--- src/pm_pkg.sv ---
package pm_pkg;

  // mode pin pairs {mode_pin_high, mode_pin_low}
  localparam logic [1:0] PIN_REDUCED = 2'h0;
  localparam logic [1:0] PIN_NORMAL  = 2'h1;
  localparam logic [1:0] PIN_LOW     = 2'h2;
  localparam logic [1:0] PIN_SLEEP   = 2'h3;

  typedef enum logic [1:0] {
    MODE_NORMAL,
    MODE_REDUCED,
    MODE_LOW,
    MODE_SLEEP
  } pmode_t;

  // device register map
  localparam int           ADDR_W      = 8;
  localparam int           DATA_W      = 16;
  localparam logic [7:0]   REG_THRESH  = 8'h00;
  localparam logic [7:0]   REG_SECOND_CONFIGURATION_REGISTER = 8'h01;
  localparam logic [7:0]   REG_STATUS  = 8'h02;
  localparam logic [7:0]   REG_GAIN    = 8'h03;
  localparam logic [7:0]   REG_RUN     = 8'h04;
  localparam logic [7:0]   REG_SWRST   = 8'h05;
  localparam logic [7:0]   REG_CONFIG  = 8'h06;
  localparam logic [7:0]   REG_MAV_A   = 8'h08;
  localparam logic [7:0]   REG_MAV_TOP = 8'h0A;
  localparam logic [7:0]   THRESH_RST  = 8'h07;
  localparam int           LEVEL_LSB   = 0;
  localparam int           LEVEL_W     = 3;
  localparam int           PERIOD_LSB  = 3;
  localparam int           PERIOD_W    = 5;
  localparam int           DONE_BIT    = 15;
  localparam int           LOCK_BIT    = 1;
  localparam int           SWRST_BIT   = 0;
  localparam int           RUN_BIT     = 0;
  localparam int           CAP_BIT     = 6;
  localparam int           GAIN_W      = 3;

  // datapath
  localparam int           NPHASE      = 3;
  localparam int           SAMPLE_W    = 16;
  localparam int           MAV_W       = 20;
  localparam int           MAV_SHIFT   = 6;
  localparam int           CNT_W       = 6;
  localparam logic [15:0]  FULL_SCALE  = 16'hFFFF;

  // timing
  localparam int           CLK_NS       = 100;
  localparam int           INTERVAL_NS  = 20_000_000;
  localparam int           INTERVAL_CYC = INTERVAL_NS / CLK_NS;
  localparam int           TICK_W       = 18;
  localparam int           XFER_CYC     = 16;
  localparam int           XFER_W       = 5;

  // controller register map
  localparam logic [7:0]   H_MODE   = 8'h00;
  localparam logic [7:0]   H_STATUS = 8'h01;
  localparam logic [7:0]   H_LADDR  = 8'h02;
  localparam logic [7:0]   H_LWDATA = 8'h03;
  localparam logic [7:0]   H_LCMD   = 8'h04;
  localparam logic [7:0]   H_LRDATA = 8'h05;
  localparam logic [7:0]   H_CTRL   = 8'h06;
  localparam int           AUTO_BIT = 0;
  localparam int           GAIN_LSB = 1;
  localparam int           CMD_WR   = 0;
  localparam int           CMD_RD   = 1;
  localparam int           ST_FIRST_INTERRUPT_OUT  = 0;
  localparam int           ST_SECOND_INTERRUPT_OUT  = 1;
  localparam int           ST_REFUS = 2;
  localparam int           ST_SEEN0 = 3;
  localparam int           ST_SEEN1 = 4;
  localparam logic [2:0]   GAIN_ONE = 3'h1;
  localparam logic [2:0]   GAIN_TWO = 3'h2;

  function automatic pmode_t mode_of(input logic [1:0] pins);
    case (pins)
      PIN_NORMAL:  mode_of = MODE_NORMAL;
      PIN_REDUCED: mode_of = MODE_REDUCED;
      PIN_LOW:     mode_of = MODE_LOW;
      default:     mode_of = MODE_SLEEP;
    endcase
  endfunction : mode_of

endpackage : pm_pkg

--- src/pm_link_if.sv ---
`timescale 1ns/1ps
interface pm_link_if (input wire logic clk);
  import pm_pkg::*;
  logic                mode_pin_low;
  logic                mode_pin_high;
  logic                first_interrupt_out_n;
  logic                second_interrupt_out_n;
  logic [ADDR_W-1:0]   bus_addr;
  logic [DATA_W-1:0]   bus_wdata;
  logic                bus_wr;
  logic                bus_rd;
  logic [DATA_W-1:0]   bus_rdata;

  modport dev (
    input  mode_pin_low, mode_pin_high, bus_addr, bus_wdata, bus_wr, bus_rd,
    output first_interrupt_out_n, second_interrupt_out_n, bus_rdata
  );
  modport host (
    output mode_pin_low, mode_pin_high, bus_addr, bus_wdata, bus_wr, bus_rd,
    input  first_interrupt_out_n, second_interrupt_out_n, bus_rdata
  );
endinterface : pm_link_if

--- src/power_monitor_dev.sv ---
// The strobed register port and the address map were left to the implementer.
`timescale 1ns/1ps
module power_monitor_dev #(
  parameter int unsigned INTERVAL_CYCLES = pm_pkg::INTERVAL_CYC
) (
  // clock and reset
  input  wire logic                                clk,
  input  wire logic                                sys_rst,
  // link to the controller
  pm_link_if.dev                                   link,
  // current channel samples
  input  wire logic        [pm_pkg::SAMPLE_W-1:0]  phase_pos  [pm_pkg::NPHASE],
  input  wire logic signed [pm_pkg::SAMPLE_W-1:0]  phase_diff [pm_pkg::NPHASE],
  // power state
  output logic                                     dsp_run_q,
  output logic                                     serial_en_q,
  output logic                                     capture_en_q,
  output logic                                     circuits_on_q
);
  import pm_pkg::*;

  typedef enum logic [2:0] {ST_XFER, ST_NORMAL, ST_REDUCED, ST_LOW, ST_SLEEP} state_t;
  function automatic state_t state_of(input pmode_t m);
    case (m)
      MODE_NORMAL:  state_of = ST_NORMAL;
      MODE_REDUCED: state_of = ST_REDUCED;
      MODE_LOW:     state_of = ST_LOW;
      default:      state_of = ST_SLEEP;
    endcase
  endfunction : state_of
  function automatic logic [SAMPLE_W-1:0] thresh_of(input logic [LEVEL_W-1:0] lvl);
    logic [SAMPLE_W+LEVEL_W-1:0] prod;
    prod = FULL_SCALE * lvl;
    thresh_of = prod[SAMPLE_W+LEVEL_W-1:LEVEL_W];
  endfunction : thresh_of
  logic [1:0]          pin_s1_q, pin_s2_q;
  state_t              state_q, state_d, want;
  logic [XFER_W-1:0]   xfer_q, xfer_d;
  logic [7:0]          thresh_q, thresh_d;
  logic [DATA_W-1:0]   second_configuration_register_q, second_configuration_register_d;
  logic                lock_q, lock_d, done_q, done_d;
  logic [GAIN_W-1:0]   gain_q, gain_d;
  logic                run_q, run_d, cap_q, cap_d;
  logic [TICK_W-1:0]   tick_q, tick_d;
  logic [PERIOD_W-1:0] per_q, per_d;
  logic                first_interrupt_out_q, first_interrupt_out_d, second_interrupt_out_q, second_interrupt_out_d;
  logic [DATA_W-1:0]   rdata_q, rdata_d;
  logic                serial_d, capture_d, circuits_d;
  logic                period_start, any_hit;
  logic [SAMPLE_W-1:0] thr;
  logic [PERIOD_W-1:0] per_field;
  logic [CNT_W-1:0]    cnt_q [NPHASE];
  logic [MAV_W-1:0]    mav_q [NPHASE];
  logic [NPHASE-1:0]   hit;
  assign per_field = thresh_q[PERIOD_LSB +: PERIOD_W];
  assign thr       = thresh_of(thresh_q[LEVEL_LSB +: LEVEL_W]);
  // mode pins arrive from outside
  always_ff @(posedge clk) begin
    if (sys_rst) begin
      pin_s1_q <= PIN_NORMAL;
      pin_s2_q <= PIN_NORMAL;
    end else begin
      pin_s1_q <= {link.mode_pin_high, link.mode_pin_low};
      pin_s2_q <= pin_s1_q;
    end
  end

  // per-phase peak counters and mean absolute values
    for (genvar p = 0; p < NPHASE; p++) begin : g_phase
      logic                above_q, above_d;
      logic [CNT_W-1:0]    cnt_d;
      logic [MAV_W-1:0]    mav_d;
      logic [SAMPLE_W-1:0] mag;
      always_comb begin
        mag     = phase_diff[p][SAMPLE_W-1] ? SAMPLE_W'(-phase_diff[p]) : phase_diff[p];
        above_d = (phase_pos[p] > thr);
        cnt_d   = cnt_q[p];
        mav_d   = mav_q[p];
        if (state_q != ST_LOW || period_start) begin
          cnt_d = '0;
        end else if (above_d && !above_q && cnt_q[p] != '1) begin
          cnt_d = cnt_q[p] + CNT_W'(1);
        end
        if (state_q == ST_NORMAL || state_q == ST_REDUCED) begin
          mav_d = mav_q[p] - (mav_q[p] >> MAV_SHIFT) + ({mag, 4'h0} >> MAV_SHIFT);
        end
      end
      always_ff @(posedge clk) begin
        if (sys_rst) begin
          above_q  <= 1'b0;
          cnt_q[p] <= '0;
          mav_q[p] <= '0;
        end else begin
          above_q  <= above_d;
          cnt_q[p] <= cnt_d;
          mav_q[p] <= mav_d;
        end
      end
      assign hit[p] = (cnt_q[p] >= CNT_W'(per_field) + CNT_W'(1));
    end
  assign any_hit = |hit;
  always_comb begin
    state_d      = state_q;
    xfer_d       = xfer_q;
    thresh_d     = thresh_q;
    second_configuration_register_d    = second_configuration_register_q;
    lock_d       = lock_q;
    done_d       = done_q;
    gain_d       = gain_q;
    run_d        = run_q;
    cap_d        = cap_q;
    tick_d       = tick_q;
    per_d        = per_q;
    first_interrupt_out_d       = first_interrupt_out_q;
    second_interrupt_out_d       = second_interrupt_out_q;
    rdata_d      = '0;
    period_start = 1'b0;
    want         = state_of(mode_of(pin_s2_q));
    // register access: full in normal, mean values only in reduced
    if (state_q == ST_NORMAL) begin
      if (link.bus_wr) begin
        case (link.bus_addr)
          REG_THRESH:  thresh_d = link.bus_wdata[7:0];
          REG_SECOND_CONFIGURATION_REGISTER: begin
            second_configuration_register_d = link.bus_wdata;
            if (link.bus_wdata[LOCK_BIT]) lock_d = 1'b1;
          end
          REG_STATUS:  if (link.bus_wdata[DONE_BIT]) done_d = 1'b0;
          REG_GAIN:    gain_d = link.bus_wdata[GAIN_W-1:0];
          REG_RUN:     run_d = link.bus_wdata[RUN_BIT];
          REG_CONFIG:  cap_d = link.bus_wdata[CAP_BIT];
          REG_SWRST: if (link.bus_wdata[SWRST_BIT]) begin
            gain_d = '0;
            run_d  = 1'b0;
            cap_d  = 1'b0;
            done_d = 1'b0;
          end
          default: ;
        endcase
      end
      if (link.bus_rd) begin
        case (link.bus_addr)
          REG_THRESH:  rdata_d = {8'h00, thresh_q};
          REG_SECOND_CONFIGURATION_REGISTER: rdata_d = second_configuration_register_q;
          REG_STATUS:  rdata_d = {done_q, 15'h0000};
          REG_GAIN:    rdata_d = DATA_W'(gain_q);
          REG_RUN:     rdata_d = DATA_W'(run_q);
          REG_CONFIG:  rdata_d = DATA_W'(cap_q) << CAP_BIT;
          default: ;
        endcase
      end
    end
    if ((state_q == ST_NORMAL || state_q == ST_REDUCED) && link.bus_rd &&
        link.bus_addr >= REG_MAV_A && link.bus_addr <= REG_MAV_TOP) begin
      rdata_d = mav_q[2'(link.bus_addr - REG_MAV_A)][MAV_W-1 -: DATA_W];
    end
    // mode sequencing
    if (want != state_q && !(state_q == ST_XFER && want == ST_NORMAL)) begin
      if (want == ST_NORMAL) begin
        state_d = ST_XFER;
        xfer_d  = '0;
        gain_d  = '0;
        run_d   = 1'b0;
        cap_d   = 1'b0;
        done_d  = 1'b0;
      end else begin
        state_d = want;
      end
      if (want == ST_LOW) begin
        period_start = 1'b1;
        tick_d       = '0;
        per_d        = '0;
        first_interrupt_out_d       = 1'b1;
        second_interrupt_out_d       = 1'b1;
      end
    end else if (state_q == ST_XFER) begin
      if (xfer_q == XFER_W'(XFER_CYC - 1)) begin
        state_d = ST_NORMAL;
        done_d  = 1'b1;
      end else begin
        xfer_d = xfer_q + XFER_W'(1);
      end
    end else if (state_q == ST_LOW) begin
      if (tick_q == TICK_W'(INTERVAL_CYCLES - 1)) begin
        tick_d = '0;
        if (per_q == per_field) begin
          period_start = 1'b1;
          per_d        = '0;
          if (any_hit) second_interrupt_out_d = 1'b0;
          else         first_interrupt_out_d = 1'b0;
        end else begin
          per_d = per_q + PERIOD_W'(1);
        end
      end else begin
        tick_d = tick_q + TICK_W'(1);
      end
    end
    if (state_d == ST_NORMAL || state_d == ST_XFER) begin
      first_interrupt_out_d = 1'b1;
      second_interrupt_out_d = !done_d;
    end else if (state_d != ST_LOW) begin
      first_interrupt_out_d = 1'b1;
      second_interrupt_out_d = 1'b1;
    end
    serial_d   = (state_d == ST_NORMAL || state_d == ST_REDUCED);
    capture_d  = (state_d == ST_NORMAL) && cap_d;
    circuits_d = (state_d != ST_SLEEP);
  end
  always_ff @(posedge clk) begin
    if (sys_rst) begin
      state_q       <= ST_XFER;
      xfer_q        <= '0;
      thresh_q      <= THRESH_RST;
      second_configuration_register_q     <= '0;
      lock_q        <= 1'b0;
      done_q        <= 1'b0;
      gain_q        <= '0;
      run_q         <= 1'b0;
      cap_q         <= 1'b0;
      tick_q        <= '0;
      per_q         <= '0;
      first_interrupt_out_q        <= 1'b1;
      second_interrupt_out_q        <= 1'b1;
      rdata_q       <= '0;
      dsp_run_q     <= 1'b0;
      serial_en_q   <= 1'b1;
      capture_en_q  <= 1'b0;
      circuits_on_q <= 1'b1;
    end else begin
      state_q       <= state_d;
      xfer_q        <= xfer_d;
      thresh_q      <= thresh_d;
      second_configuration_register_q     <= second_configuration_register_d;
      lock_q        <= lock_d;
      done_q        <= done_d;
      gain_q        <= gain_d;
      run_q         <= run_d;
      cap_q         <= cap_d;
      tick_q        <= tick_d;
      per_q         <= per_d;
      first_interrupt_out_q        <= first_interrupt_out_d;
      second_interrupt_out_q        <= second_interrupt_out_d;
      rdata_q       <= rdata_d;
      dsp_run_q     <= run_d;
      serial_en_q   <= serial_d;
      capture_en_q  <= capture_d;
      circuits_on_q <= circuits_d;
    end
  end
  assign link.first_interrupt_out_n  = first_interrupt_out_q;
  assign link.second_interrupt_out_n = second_interrupt_out_q;
  assign link.bus_rdata              = rdata_q;
endmodule : power_monitor_dev

--- src/flat_wrapper.sv ---
// flat-port wrapper written by rule: the top's interface ports become plain ports
module power_monitor_dev_flat import pm_pkg::*;
#(
  parameter int unsigned INTERVAL_CYCLES = pm_pkg::INTERVAL_CYC
)
  (clk, sys_rst, phase_pos, phase_diff, dsp_run_q, serial_en_q, capture_en_q, circuits_on_q, link_mode_pin_low, link_mode_pin_high, link_bus_addr, link_bus_wdata, link_bus_wr, link_bus_rd, link_first_interrupt_out_n, link_second_interrupt_out_n, link_bus_rdata);
  pm_link_if link_i (.clk(clk));
  input  wire logic clk;
  input  wire logic sys_rst;
  input  wire logic        [pm_pkg::SAMPLE_W-1:0] phase_pos[pm_pkg::NPHASE];
  input  wire logic signed [pm_pkg::SAMPLE_W-1:0] phase_diff[pm_pkg::NPHASE];
  output logic dsp_run_q;
  output logic serial_en_q;
  output logic capture_en_q;
  output logic circuits_on_q;
  input wire logic [$bits(link_i.mode_pin_low)-1:0] link_mode_pin_low;
  input wire logic [$bits(link_i.mode_pin_high)-1:0] link_mode_pin_high;
  input wire logic [$bits(link_i.bus_addr)-1:0] link_bus_addr;
  input wire logic [$bits(link_i.bus_wdata)-1:0] link_bus_wdata;
  input wire logic [$bits(link_i.bus_wr)-1:0] link_bus_wr;
  input wire logic [$bits(link_i.bus_rd)-1:0] link_bus_rd;
  output wire logic [$bits(link_i.first_interrupt_out_n)-1:0] link_first_interrupt_out_n;
  output wire logic [$bits(link_i.second_interrupt_out_n)-1:0] link_second_interrupt_out_n;
  output wire logic [$bits(link_i.bus_rdata)-1:0] link_bus_rdata;
  assign link_i.mode_pin_low = link_mode_pin_low;
  assign link_i.mode_pin_high = link_mode_pin_high;
  assign link_i.bus_addr = link_bus_addr;
  assign link_i.bus_wdata = link_bus_wdata;
  assign link_i.bus_wr = link_bus_wr;
  assign link_i.bus_rd = link_bus_rd;
  assign link_first_interrupt_out_n = link_i.first_interrupt_out_n;
  assign link_second_interrupt_out_n = link_i.second_interrupt_out_n;
  assign link_bus_rdata = link_i.bus_rdata;
  power_monitor_dev #(.INTERVAL_CYCLES(INTERVAL_CYCLES)) u_core (.clk(clk), .sys_rst(sys_rst), .link(link_i), .phase_pos(phase_pos), .phase_diff(phase_diff), .dsp_run_q(dsp_run_q), .serial_en_q(serial_en_q), .capture_en_q(capture_en_q), .circuits_on_q(circuits_on_q));
endmodule
--- config.mk ---
export PLATFORM = sky130hd
export DESIGN_NAME = power_monitor_dev_flat
export DESIGN_NICKNAME = d
export VERILOG_FILES = /design/src/pm_pkg.sv /design/src/pm_link_if.sv /design/src/power_monitor_dev.sv /design/src/flat_wrapper.sv
export SDC_FILE = /design/constraint.sdc
export NUM_CORES = 1
export LEC_CHECK = 0
export BUFFER_PORTS_ARGS = -buffer_cell sky130_fd_sc_hd__buf_2
export CORE_MARGIN = 1.5
export CORE_UTILIZATION = 40
export CTS_BUF_LIST = sky130_fd_sc_hd__clkbuf_4
export DETAILED_ROUTE_END_ITERATION = 10
export GPL_TIMING_DRIVEN = 0
export HOLD_SLACK_MARGIN = 0.08
export SYNTH_ARGS = -nofsm -noshare
export SYNTH_HDL_FRONTEND = slang
export SYNTH_SLANG_ARGS = --single-unit
--- constraint.sdc ---
create_clock -name clk -period 8.25 [get_ports clk]
set_input_delay 0.825 -clock clk [delete_from_list [all_inputs] [get_ports clk]]
set_output_delay 0.825 -clock clk [all_outputs]
set_load 0.01 [all_outputs]
Yosys cells after proc, flatten, opt, wreduce, memory -nomap -nowiden
Memory sizes are Yosys's and may differ from the RTL's.
Index checks and enable logic that the tools add are counted.
{"block": "classes", "reduce_logical": 43, "n_bitwise": 6, "n_addsub": 17, "order_cmp": 8, "muxes": 94, "mul": 1, "eq_ne": 34}
{"cell": "$mux W20", "count": 6}
{"cell": "$mux W16", "count": 6}
{"cell": "$pmux W16 S6", "count": 1}
{"cell": "$mux W18", "count": 5}
{"cell": "$add A20 B14 Y20", "count": 3}
{"cell": "$sub A20 B14 Y20", "count": 3}
{"cell": "$mux W6", "count": 9}
{"cell": "$mux W5", "count": 10}
{"cell": "$gt A16 B16 Y1", "count": 3}
{"cell": "$neg A16 Y16", "count": 3}
{"cell": "$mux W1", "count": 42}
{"cell": "$mux W3", "count": 9}
{"cell": "$eq A8 B3 Y1 const B", "count": 3}
{"cell": "$mul A16 B3 Y19 const A", "count": 1}
{"cell": "$add A18 B1 Y18 const B", "count": 1}
{"cell": "$add A6 B1 Y6 const B", "count": 3}
{"cell": "$eq A18 B18 Y1 const B", "count": 1}
{"cell": "$ge A6 B6 Y1", "count": 3}
{"cell": "$ne A6 B6 Y1 const B", "count": 3}
{"cell": "$eq A8 B2 Y1 const B", "count": 2}
{"cell": "$reduce_bool A4 Y1", "count": 4}
{"cell": "$eq A3 B2 Y1 const B", "count": 4}
{"cell": "$logic_and A1 B1 Y1", "count": 12}
{"cell": "$reduce_and A3 Y1", "count": 4}
{"cell": "31 further kinds", "count": 62}
{"block": "word_totals", "output_inout_bits": 22, "reg_bits": 89, "ram_bits": 78, "mem_count": 2}
{"name": "u_core.mav_q", "words": 3, "word_bits": 20, "read_ports": 4, "rd_clocked_by_memory_dff": 0, "write_ports": 3, "line": "power_monitor_dev.sv:53", "rtl": "logic [MAV_W-1:0] mav_q [NPHASE];"}
{"name": "u_core.cnt_q", "words": 3, "word_bits": 6, "read_ports": 3, "rd_clocked_by_memory_dff": 0, "write_ports": 3, "line": "power_monitor_dev.sv:52", "rtl": "logic [CNT_W-1:0] cnt_q [NPHASE];"}

Logic depth before layout (Yosys ltp)
Gate-level depths: netlist (run 1).
{"block": "depth", "word_depth": 13, "ltp_mapped": 18, "ltp_nobuf": 17}

Worst setup path before layout (run 1)
OpenSTA, ideal clock, no wires.
{"block": "synth_timing", "path_kind": "input to register", "startpoint": "input phase_diff[16] in the netlist's numbering", "endpoint": "memory u_core.mav_q[1][19]", "slack_ns": 2.781, "n_path_buf": 0, "stages": 16, "arrival_ns": 5.348, "path_cell_list": "or4_1 -> or3_4 -> or4_1 -> or2_1 -> or4_1 -> or4b_1 -> fa_1 -> inv_1 -> ha_1 -> o21ai_0 -> o211ai_1 -> a31o_2 -> a21oi_1 -> o21ai_0 -> mux2i_1 -> mux2_2"}
{"item": "from (decl)", "line": "flat_wrapper.sv:11", "rtl": "input wire logic signed [pm_pkg::SAMPLE_W-1:0] phase_diff[pm_pkg::NPHASE];"}
{"item": "to (decl)", "line": "power_monitor_dev.sv:53"}

==> results of run 1 <==
power by group through the flow:
stage               registers, mW  clock network, mW  logic, mW
finish                      0.887              0.538       1.20
global route                0.892              0.579       1.34
CTS                         0.888              0.547       1.19
detailed placement          0.905                  0       1.18
global placement            0.905                  0       1.17
floorplan                   0.881                  0      0.897
state kept, by name, indices dropped and copies added, names as in the netlist, 2 cells and up:
register / count
u_core.tick_q: 18
u_core.pin_s2_q: 2
u_core.gain_q: 3
u_core.link.bus_rdata: 16
u_core.thresh_q: 8
u_core.state_q: 3
u_core.second_configuration_register_q: 16
u_core.per_q: 5
u_core.mav_q: 60
u_core.cnt_q: 18
u_core.g_phase.above_q: 3
u_core.pin_s1_q: 2
u_core.xfer_q: 5
final timing paths:
kind                               to  slack [ps]  cells after the start
hold / removal     u_core.pin_s1_q[0]         380                      2
setup / recovery  u_core.mav_q[0][18]        2770                     17
setup reg to reg   u_core.cnt_q[0][1]        3040                     15
hold reg to reg    u_core.pin_s2_q[0]         440                      1
kinds of logic (layout without fill, tap and decap cells):
kind of cell    count (synthesis)  count (layout)  synth area share [%]
compound gates                405             405                  18.4
flops                         167             167                  23.9
mux                            38              38                  2.75
xor+xnor                      109             109                  7.12
other cells                     0               2                     0
buf+inv                       232             408                  6.23
simple gates                  614             614                  22.0
fa+ha+maj                     191             191                  19.7
layout make-up:
cell class | count | share of cell area, %
Antenna cell | 2 | 0.0321
Inverter | 169 | 4.06
Sequential cell | 167 | 21.4
Clock buffer | 17 | 0.817
Timing Repair Buffer | 144 | 4.62
Buffer | 63 | 1.52
Tap cell | 455 | 3.65
Multi-Input combinational cell | 1357 | 62.6
Clock inverter | 15 | 1.27
cell usage in the layout, fill, tap and decap left out, types with 6 or more instances in the layout:
cell | Yosys | layout
nor2b_1 | 25 | 25
clkinv_8 | 0 | 6
and2_1 | 10 | 10
a2111oi_0 | 7 | 7
buf_2 | 1 | 145
o311ai_0 | 7 | 7
a31oi_1 | 13 | 13
nor2_1 | 123 | 123
xor2_1 | 71 | 71
nand2_1 | 174 | 174
a211oi_1 | 21 | 21
o211ai_1 | 13 | 13
a21o_1 | 36 | 36
buf_1 | 8 | 8
o21a_1 | 13 | 13
nand2b_1 | 18 | 18
dfxtp_1 | 167 | 167
a22oi_1 | 15 | 15
clkbuf_1 | 54 | 54
ha_1 | 136 | 136
o21ai_0 | 96 | 96
fa_1 | 50 | 50
nand3_1 | 84 | 84
nand4_1 | 35 | 35
nand3b_1 | 7 | 7
nor3_1 | 34 | 34
a21oi_1 | 121 | 121
or4_1 | 15 | 15
xnor2_1 | 35 | 35
mux2i_1 | 35 | 35
o31ai_1 | 20 | 20
inv_1 | 169 | 169
and3_1 | 32 | 32
clkbuf_4 | 0 | 17
or3_1 | 17 | 17
metal layers:
metal  vias up  share of wire, %  global-route usage [%]  routed length, um
li1       6549                 -                       -                  -
met1      6356                44                    30.2              18700
met2       385                48                    41.0              20300
met3        70               5.6                    3.47               2400
met4         2               3.1                    8.06               1300
met5         -             0.026                       0                 11
worst register-to-register path: stages (launching register included):
cell and delay [ps]:
dfxtp_1 450, fa_1 690, inv_1 190, fa_1 480, fa_1 430, inv_1 110
fa_1 410, inv_1 200, ha_1 290, a21o_1 160, nand3_1 70, a21oi_1 60
a2111o_1 410, a221oi_1 820, o21ai_0 210, a21oi_1 170
==> impl_metrics.tcl, run 1 <==
set metrics [dict create \
    yosysWarnings 0 \
    placed_cells 2355 \
    end_kind "register" \
    via_per_inst 5.59 \
    syn_to_final_growth_pct 11.6 \
    crit_path_start "phase_diff[35]" \
    antenna_left 0 \
    utilization_pct 45.3 \
    die_h_um 190 \
    cts_sinks 167 \
    multi_input_area_mm2 0.00978 \
    tns_ps 0 \
    setup_ws_ps 2770 \
    final_area_mm2 0.0156 \
    core.rowCount 68 \
    grt_pass1_wl_mm 67.5 \
    cp_cell_sequence "buf_2, or4_4, or4_4, or3_4, or3_4, or3_4, o21ai_0, xor2_1, fa_1, inv_1, ha_1, clkbuf_1, nand3_1, a2111oi_0, nor2_1, or4_1, nand3_1" \
    synthMostInstantiatedCell "nand2_1" \
    outcome "finished clean" \
    timing.final.crit_share_pct 66.4 \
    initial_core_util_pct 40.6 \
    place_area_mm2 0.0153 \
    whs_ps 379 \
    register_area_mm2 0.00334 \
    hold_path.class "input port to register" \
    final_layout_size_suffix_gt1_share_pct 10.4 \
    die_w_um 190 \
    synth.cell_area_mm2 0.0140 \
    nFillCells 3529 \
    first_global_vias 12800 \
    synth_ff_type "dfxtp_1" \
    gp_congestion 0.932 \
    pwr-share-seq_pct 33.8 \
    hold_buffers 0 \
    p_int_mw 1.48 \
    cts_resized 0 \
    fin_crit_ps 5480 \
    vias 13400 \
    synthTopCellsByArea "dfxtp_1, ha_1, fa_1, nand2_1, inv_1" \
    max_stage_delay_ps 680 \
    layout.nets 2231 \
    grt_max_degree 21 \
    first_pass_iters 7 \
    syn_area_per_cell_um2 7.97 \
    synth-edff-count 0 \
    clockPowerShare_pct 20.5 \
    syn-num-nets 2068 \
    slew_headroom_pct 26.5 \
    synth-seq-cells 167 \
    max_freq_mhz 183 \
    cts_max_path_buffers 2 \
    rsz0062_at_grt "false" \
    min_from "link_mode_pin_low" \
    htreeDepth 4 \
    port_buffers 144 \
    worstReg2RegStart "u_core.thresh_q[1]" \
    peakVddDrop_v 0.000101 \
    drt_drc_violations_left 0 \
    dieArea_mm2 0.0361 \
    p_leak_nw 6.83 \
    max_cap_violations 0 \
    worstMarginPinSlew_ps 1090 \
    setup_viol_count_final 0 \
    ys_seq_area_share_pct 23.9 \
    cts_buffers 17 \
    grt_util_all_layers_pct 23.8 \
    core_mm2 0.0345 \
    switching_share_pct 43.5 \
    wirelength_mm 42.6 \
    drv_slew 0 \
    path_buf_inv 3 \
    antenna_found_initial 2 \
    cp_common_cell "or3_4" \
    p_switching_mw 1.14 \
    preCtsSetupSlack_ps 2250 \
    insertion_delay_ps 620 \
    crit_path_start_kind "input port" \
    netlist_instances 1756 \
    wire_per_inst_um 17.8 \
    synth_top_area_share_pct 23.9 \
    clock-root-buffer "clkbuf_4" \
    async_reset_ff_share_pct 0 \
    cpMaxStageDelayCell "a2111oi_0" \
    cp_max_fo 10 \
    total_power_mw 2.62 \
    crit_arrival_ps 6060 \
    p_comb_share_pct 45.7 \
    hold_viol_final 0 \
    ios 148 \
    worstSetupPathType "input port to register" \
    drt_iter0_drc 886 \
    cts_tree "yes" \
    finClkSkew_ps 27.9 \
    yosysTopAreaCell "dfxtp_1" \
    yosys-top-cells-count "nand2_1, inv_1, dfxtp_1" \
    critPathTopFamily "simple AND/OR/NAND/NOR gates" \
    yosysUniqueCellTypes 73 \
    place_hpwl_mm 34.1 \
    post_cts_buffers 0 \
    worstPathRequired_ps 8830 \
    clk_pin_slew_ps 180 \
    overflow 0 \
    powerDensity_mw_per_mm2 168 \
    finalNonFillerCells 2389 \
]
Power figures use the tool's default switching activity.
==> run 2, diff against run 1 <==
Settings changed: ABC_AREA set to 1.
Clock period 8.25 ns to 4.7 ns, I/O delays scaled along.
==> run 2 against run 1 <==
Against the previous run: sequential power grew 110%; clock power grew 65%; register-to-register slack lost 2700 ps; design area grew 2.3%; combinational power grew to 4.5 times the previous value; flip-flop and latch count is the same; global-route usage shrank 0.77 points; first-iteration DRC count grew 0.90%; synthesized area grew 2.0%; count of clock-buffer cells in the layout is the same; via count grew 4.1%; critical path type is now register to register.
==> impl_metrics.tcl, run 2 <==
set metrics [dict create \
    pwr-share-seq_pct 22.4 \
    multi_input_area_mm2 0.00924 \
    hold_viol_final 0 \
    overflow 0 \
    die_w_um 192 \
    synthMostInstantiatedCell "inv_1" \
    rsz0062_at_grt "false" \
    first_pass_iters 6 \
    utilization_pct 45.9 \
    final_common_cell "inv_1" \
    syn-num-nets 2373 \
    async_reset_ff_share_pct 0 \
    p_switching_mw 4.24 \
    drt_iter0_drc 894 \
    drt_drc_violations_left 0 \
    register_area_mm2 0.00334 \
    ys_seq_area_share_pct 23.4 \
    cp_cell_sequence "fa_1, inv_1, fa_1, fa_1, inv_1, fa_1, inv_2, ha_1, a21oi_1, nor2_1, nor3_1, nand2_1, nand4_1, nand3_2, nand3_2, nand2_1, a21oi_1" \
    antenna_found_initial 3 \
    yosysUniqueCellTypes 53 \
    final_layout_size_suffix_gt1_share_pct 10.3 \
    finClkSkew_ps 33.0 \
    cp_max_fo 8 \
    yosysWarnings 0 \
    cts_max_path_buffers 2 \
    largest_register_ffs 60 \
    worstMarginPinSlew_ps 831 \
    critPathTopFamily "adder cells" \
    core.rowCount 68 \
    p_comb_share_pct 66.7 \
    tns_ps 0 \
    cts_buffers 17 \
    die_h_um 192 \
    clk_pin_slew_ps 160 \
    final_area_mm2 0.0160 \
    synth-seq-cells 167 \
    end_kind "register" \
    initial_core_util_pct 41.0 \
    slew_headroom_pct 44.6 \
    cts_tree "yes" \
    place_hpwl_mm 33.7 \
    crit_path_start_kind "register" \
    reg_top3 "u_core.mav_q: 60 flops, u_core.cnt_q: 18 flops, u_core.tick_q: 18 flops" \
    syn_to_final_growth_pct 12.0 \
    max_freq_mhz 230 \
    fin_crit_ps 4350 \
    cts_sinks 167 \
    synth.cell_area_mm2 0.0143 \
    wire_per_inst_um 15.3 \
    final_cell_mix "inv_1, nand2_1, a21oi_1" \
    synth_ff_type "dfxtp_1" \
    gp_congestion 0.939 \
    crit_arrival_ps 4870 \
    syn_area_per_cell_um2 6.92 \
    port_buffers 145 \
    yosysTopAreaCell "dfxtp_1" \
    netlist_instances 2061 \
    layout.nets 2549 \
    synth_top_area_share_pct 23.4 \
    p_int_mw 3.90 \
    via_per_inst 5.14 \
    grt_max_degree 17 \
    grt_util_met1_pct 30.0 \
    setup_ws_ps 353 \
    grt_util_all_layers_pct 23.0 \
    antenna_left 0 \
    cp_common_cell "fa_1" \
    dieArea_mm2 0.0368 \
    setup_viol_count_final 0 \
    switching_share_pct 52.1 \
    busiest_layer "met2" \
    drv_slew 0 \
    core_mm2 0.0348 \
    top_register "u_core.mav_q" \
    ios 148 \
    hold_path.class "input port to register" \
    htreeDepth 4 \
    synth-edff-count 0 \
    wirelength_mm 41.5 \
    p_leak_nw 7.96 \
    insertion_delay_ps 610 \
    place_area_mm2 0.0156 \
    outcome "finished clean" \
    worstPathRequired_ps 5220 \
    worstSetupPathType "register to register" \
    max_cap_violations 0 \
    cpMaxStageDelayCell "fa_1" \
    clockPowerShare_pct 10.9 \
    yosys-top-cells-count "inv_1, nand2_1, a21oi_1" \
    synthTopCellsByArea "dfxtp_1, ha_1, inv_1, nand2_1, fa_1" \
    timing.final.crit_share_pct 92.5 \
    max_stage_delay_ps 660 \
    use_met3_pct 2.54 \
    met2_usage_pct 39.5 \
    nFillCells 3650 \
    clock-root-buffer "clkbuf_4" \
    preCtsSetupSlack_ps 164 \
    first_global_vias 13100 \
    grt_pass1_wl_mm 66.6 \
    powerDensity_mw_per_mm2 509 \
    path_buf_inv 3 \
    vias 13900 \
    peakVddDrop_v 0.000219 \
]
[run 2: area by class of cell]
class                           instances  area share (%)
Antenna cell                            3          0.0470
Buffer                                 40            1.10
Clock buffer                           17           0.799
Clock inverter                         14           0.940
Inverter                              406            9.54
Multi-Input combinational cell       1448            57.8
Sequential cell                       167            20.9
Tap cell                              455            3.56
Timing Repair Buffer                  157            5.25
[run 2: logic make-up (layout without fill, tap and decap cells)]
family          Yosys count  after routing  synth area share [%]
compound gates          445            445                  17.3
xor+xnor                110            110                  6.75
fa+ha+maj               186            186                  18.9
buf+inv                 446            634                  11.9
flops                   167            167                  23.4
other cells               0              3                     0
simple gates            707            707                  21.6
[run 2: worst paths after layout]
check,start,endpoint,slack (ps),depth (start not counted)
min,link_bus_wdata[9],u_core.second_configuration_register_q[9],120,3
max,u_core.thresh_q[1],u_core.cnt_q[2][4],350,17
max reg2reg,u_core.thresh_q[1],u_core.cnt_q[2][4],350,17
min reg2reg,u_core.pin_s1_q[1],u_core.pin_s2_q[1],430,2
[run 2: what timing repair did]
item / in CTS / in global routing
hold buffers: 9 / 0
buffers inserted: 0 / 3
gates resized for setup: 0 / 4
endpoints found under the hold margin: 9 / 0
endpoints found under the setup margin: 0 / 19
[run 2: worst min-delay path, cell delays in order]
cell	delay [ps]
buf_2	90
nor2_1	40
nor2_1	90
[run 2: power groups by stage]
stage	Clock (mW)	Sequential, mW	Combinational (mW)
floorplan	0	1.77	4.06
global placement	0	1.85	5.26
detailed placement	0	1.85	5.33
CTS	0.915	1.82	5.37
global route	0.971	1.84	6.16
finish	0.888	1.82	5.43
[run 2: layer usage]
metal	routed length (um)	share of wire [%]	vias up
met2	19700	47	344
li1	-	-	7040
met4	1080	2.6	0
met1	18900	46	6472
met5	0	0	-
met3	1790	4.3	58
[run 2: through the flow]
stage               std cells  hold slack [ps]  power (mW)
finish                   2707              118        8.14
global route             2706              114        8.97
CTS                      2701             84.7        8.10
detailed placement       2661              405        7.18
global placement         2661              401        7.11
floorplan                2061              388        5.84
==> run 3, diff against run 2 <==
Settings changed: RECOVER_POWER set to 100.
==> run 3 against run 2 <==
Against the previous run: sequential share of layout area increased by 0.14 points; via count fell by 0.29%; hold slack lost 14 ps; design area decreased by 0.68%; worst setup slack got worse by 3.1 ps; cell count is the same; sequential power hardly changed; total power fell by 0.79%; clock power up 0.5%; combinational power fell by 1%.
==> impl_metrics.tcl, run 3 (same netlist as run 2, synthesis figures left out) <==
set metrics [dict create \
    outcome "finished clean" \
    setup_viol_count_final 0 \
    slew_headroom_pct 10.5 \
    critPathTopFamily "adder cells" \
    crit_path_start_kind "register" \
    antenna_left 0 \
    vias 13900 \
    overflow 0 \
    cts_buffers 17 \
    final_layout_size_suffix_gt1_share_pct 7.91 \
    place_hpwl_mm 33.7 \
    largest_register_ffs 60 \
    powerDensity_mw_per_mm2 509 \
    clock-root-buffer "clkbuf_4" \
    whs_ps 104 \
    hold_path.class "input port to register" \
    end_kind "register" \
    top_register "u_core.mav_q" \
    worstPathRequired_ps 5230 \
    min_from "link_bus_wdata[9]" \
    antenna_found_initial 3 \
    final_common_cell "inv_1" \
    worstSetupPathType "register to register" \
    peakVddDrop_v 0.000218 \
    tns_ps 0 \
    crit_cells 17 \
    cpMaxStageDelayCell "fa_1" \
    insertion_delay_ps 620 \
    syn_to_final_growth_pct 11.2 \
    hold_viol_final 0 \
    layout.nets 2549 \
    finClkSkew_ps 31.1 \
    gp_congestion 0.939 \
    clk_pin_slew_ps 160 \
    first_global_vias 13100 \
    worstMarginPinSlew_ps 1330 \
    cts_sinks 167 \
    ios 148 \
    crit_path_start "u_core.thresh_q[1]" \
    cts_tree "yes" \
    worstReg2RegStart "u_core.thresh_q[1]" \
    cp_cell_sequence "fa_1, inv_1, fa_1, fa_1, inv_1, fa_1, inv_2, ha_1, a21oi_1, nor2_1, nor3_1, nand2_1, nand4_1, nand3_2, nand3_2, nand2_1, a21oi_1" \
    holdPathStages 3 \
    dieArea_mm2 0.0368 \
    cp_max_fo 8 \
    reg2regPathDepth 17 \
    max_freq_mhz 230 \
    reg_top3 "u_core.mav_q: 60 flops, u_core.cnt_q: 18 flops, u_core.tick_q: 18 flops" \
    grt_pass1_wl_mm 66.6 \
    drv_slew 0 \
    htreeDepth 4 \
    wire_per_inst_um 15.4 \
    final_cell_mix "inv_1, nand2_1, a21oi_1" \
    first_pass_iters 6 \
    cts_max_path_buffers 2 \
    wirelength_mm 41.6 \
    total_power_mw 8.07 \
    max_stage_delay_ps 660 \
    max_cap_violations 0 \
    grt_util_all_layers_pct 23.0 \
    rsz0062_at_grt "false" \
    timing.final.crit_share_pct 92.6 \
    core_mm2 0.0348 \
    initial_core_util_pct 41.0 \
    crit_arrival_ps 4880 \
    core.rowCount 68 \
    via_per_inst 5.13 \
    path_buf_inv 3 \
    grt_max_degree 17 \
    p_leak_nw 7.84 \
    drt_iter0_drc 795 \
    fin_crit_ps 4350 \
    drt_drc_violations_left 0 \
    port_buffers 145 \
    cp_common_cell "fa_1" \
    die_h_um 192 \
    die_w_um 192 \
]
[run 3: worst paths after layout]
kind                            slack (ps)                                        end
worst max-delay path                   350                         u_core.cnt_q[2][4]
worst min-delay path                   100  u_core.second_configuration_register_q[9]
worst max register to register         350                         u_core.cnt_q[2][4]
worst min register to register         430                         u_core.pin_s2_q[1]
[run 3: tightest hold or removal path: stages]
cell and delay [ps]:
buf_2 90, nor2_1 40, nor2_1 90
[run 3: cell type report]
type / instances / area, um^2
flip-flops and latches: 167 / 3340
clock inverters: 14 / 150
fillers: 3682 / 18900
clock buffers: 17 / 128
repair buffers: 157 / 806
inverters: 406 / 1520
multi-input cells: 1448 / 9180
diodes: 3 / 7.51
well taps: 455 / 569
plain buffers: 40 / 160
[run 3: what timing repair did]
| item | CTS | global route |
|---|---|---|
| hold buffers | 9 | 0 |
| endpoints found under the setup margin | 0 | 19 |
| gates resized for setup | 0 | 4 |
| hold endpoints to repair | 9 | 0 |
| setup buffers | 0 | 3 |
[run 3: stage by stage]
step	setup WS (ps)	instance area (um^2)	util (%)	instances
final	350	15900	45.6	2707
after CTS	81.2	15900	45.8	2701
after floorplan	755	14300	-	2061
after global routing	12.1	15900	45.6	2706
after global placement	217	15600	44.7	2661
after detailed placement	164	15600	44.7	2661
[run 3: power by group]
part	internal, mW	switching (mW)	total, mW
Clock	0.318	0.574	0.892
Combinational	1.94	3.43	5.36
Sequential	1.61	0.207	1.82
Total	3.87	4.21	8.07
[run 3: per-layer routing]
layer / share of wire, % / global-route usage [%] / vias up
li1: - / - / 7033
met1: 45 / 30.0 / 6437
met2: 47 / 39.5 / 348
met3: 4.8 / 2.54 / 56
met4: 2.6 / 7.27 / 0
met5: 0 / 0 / -
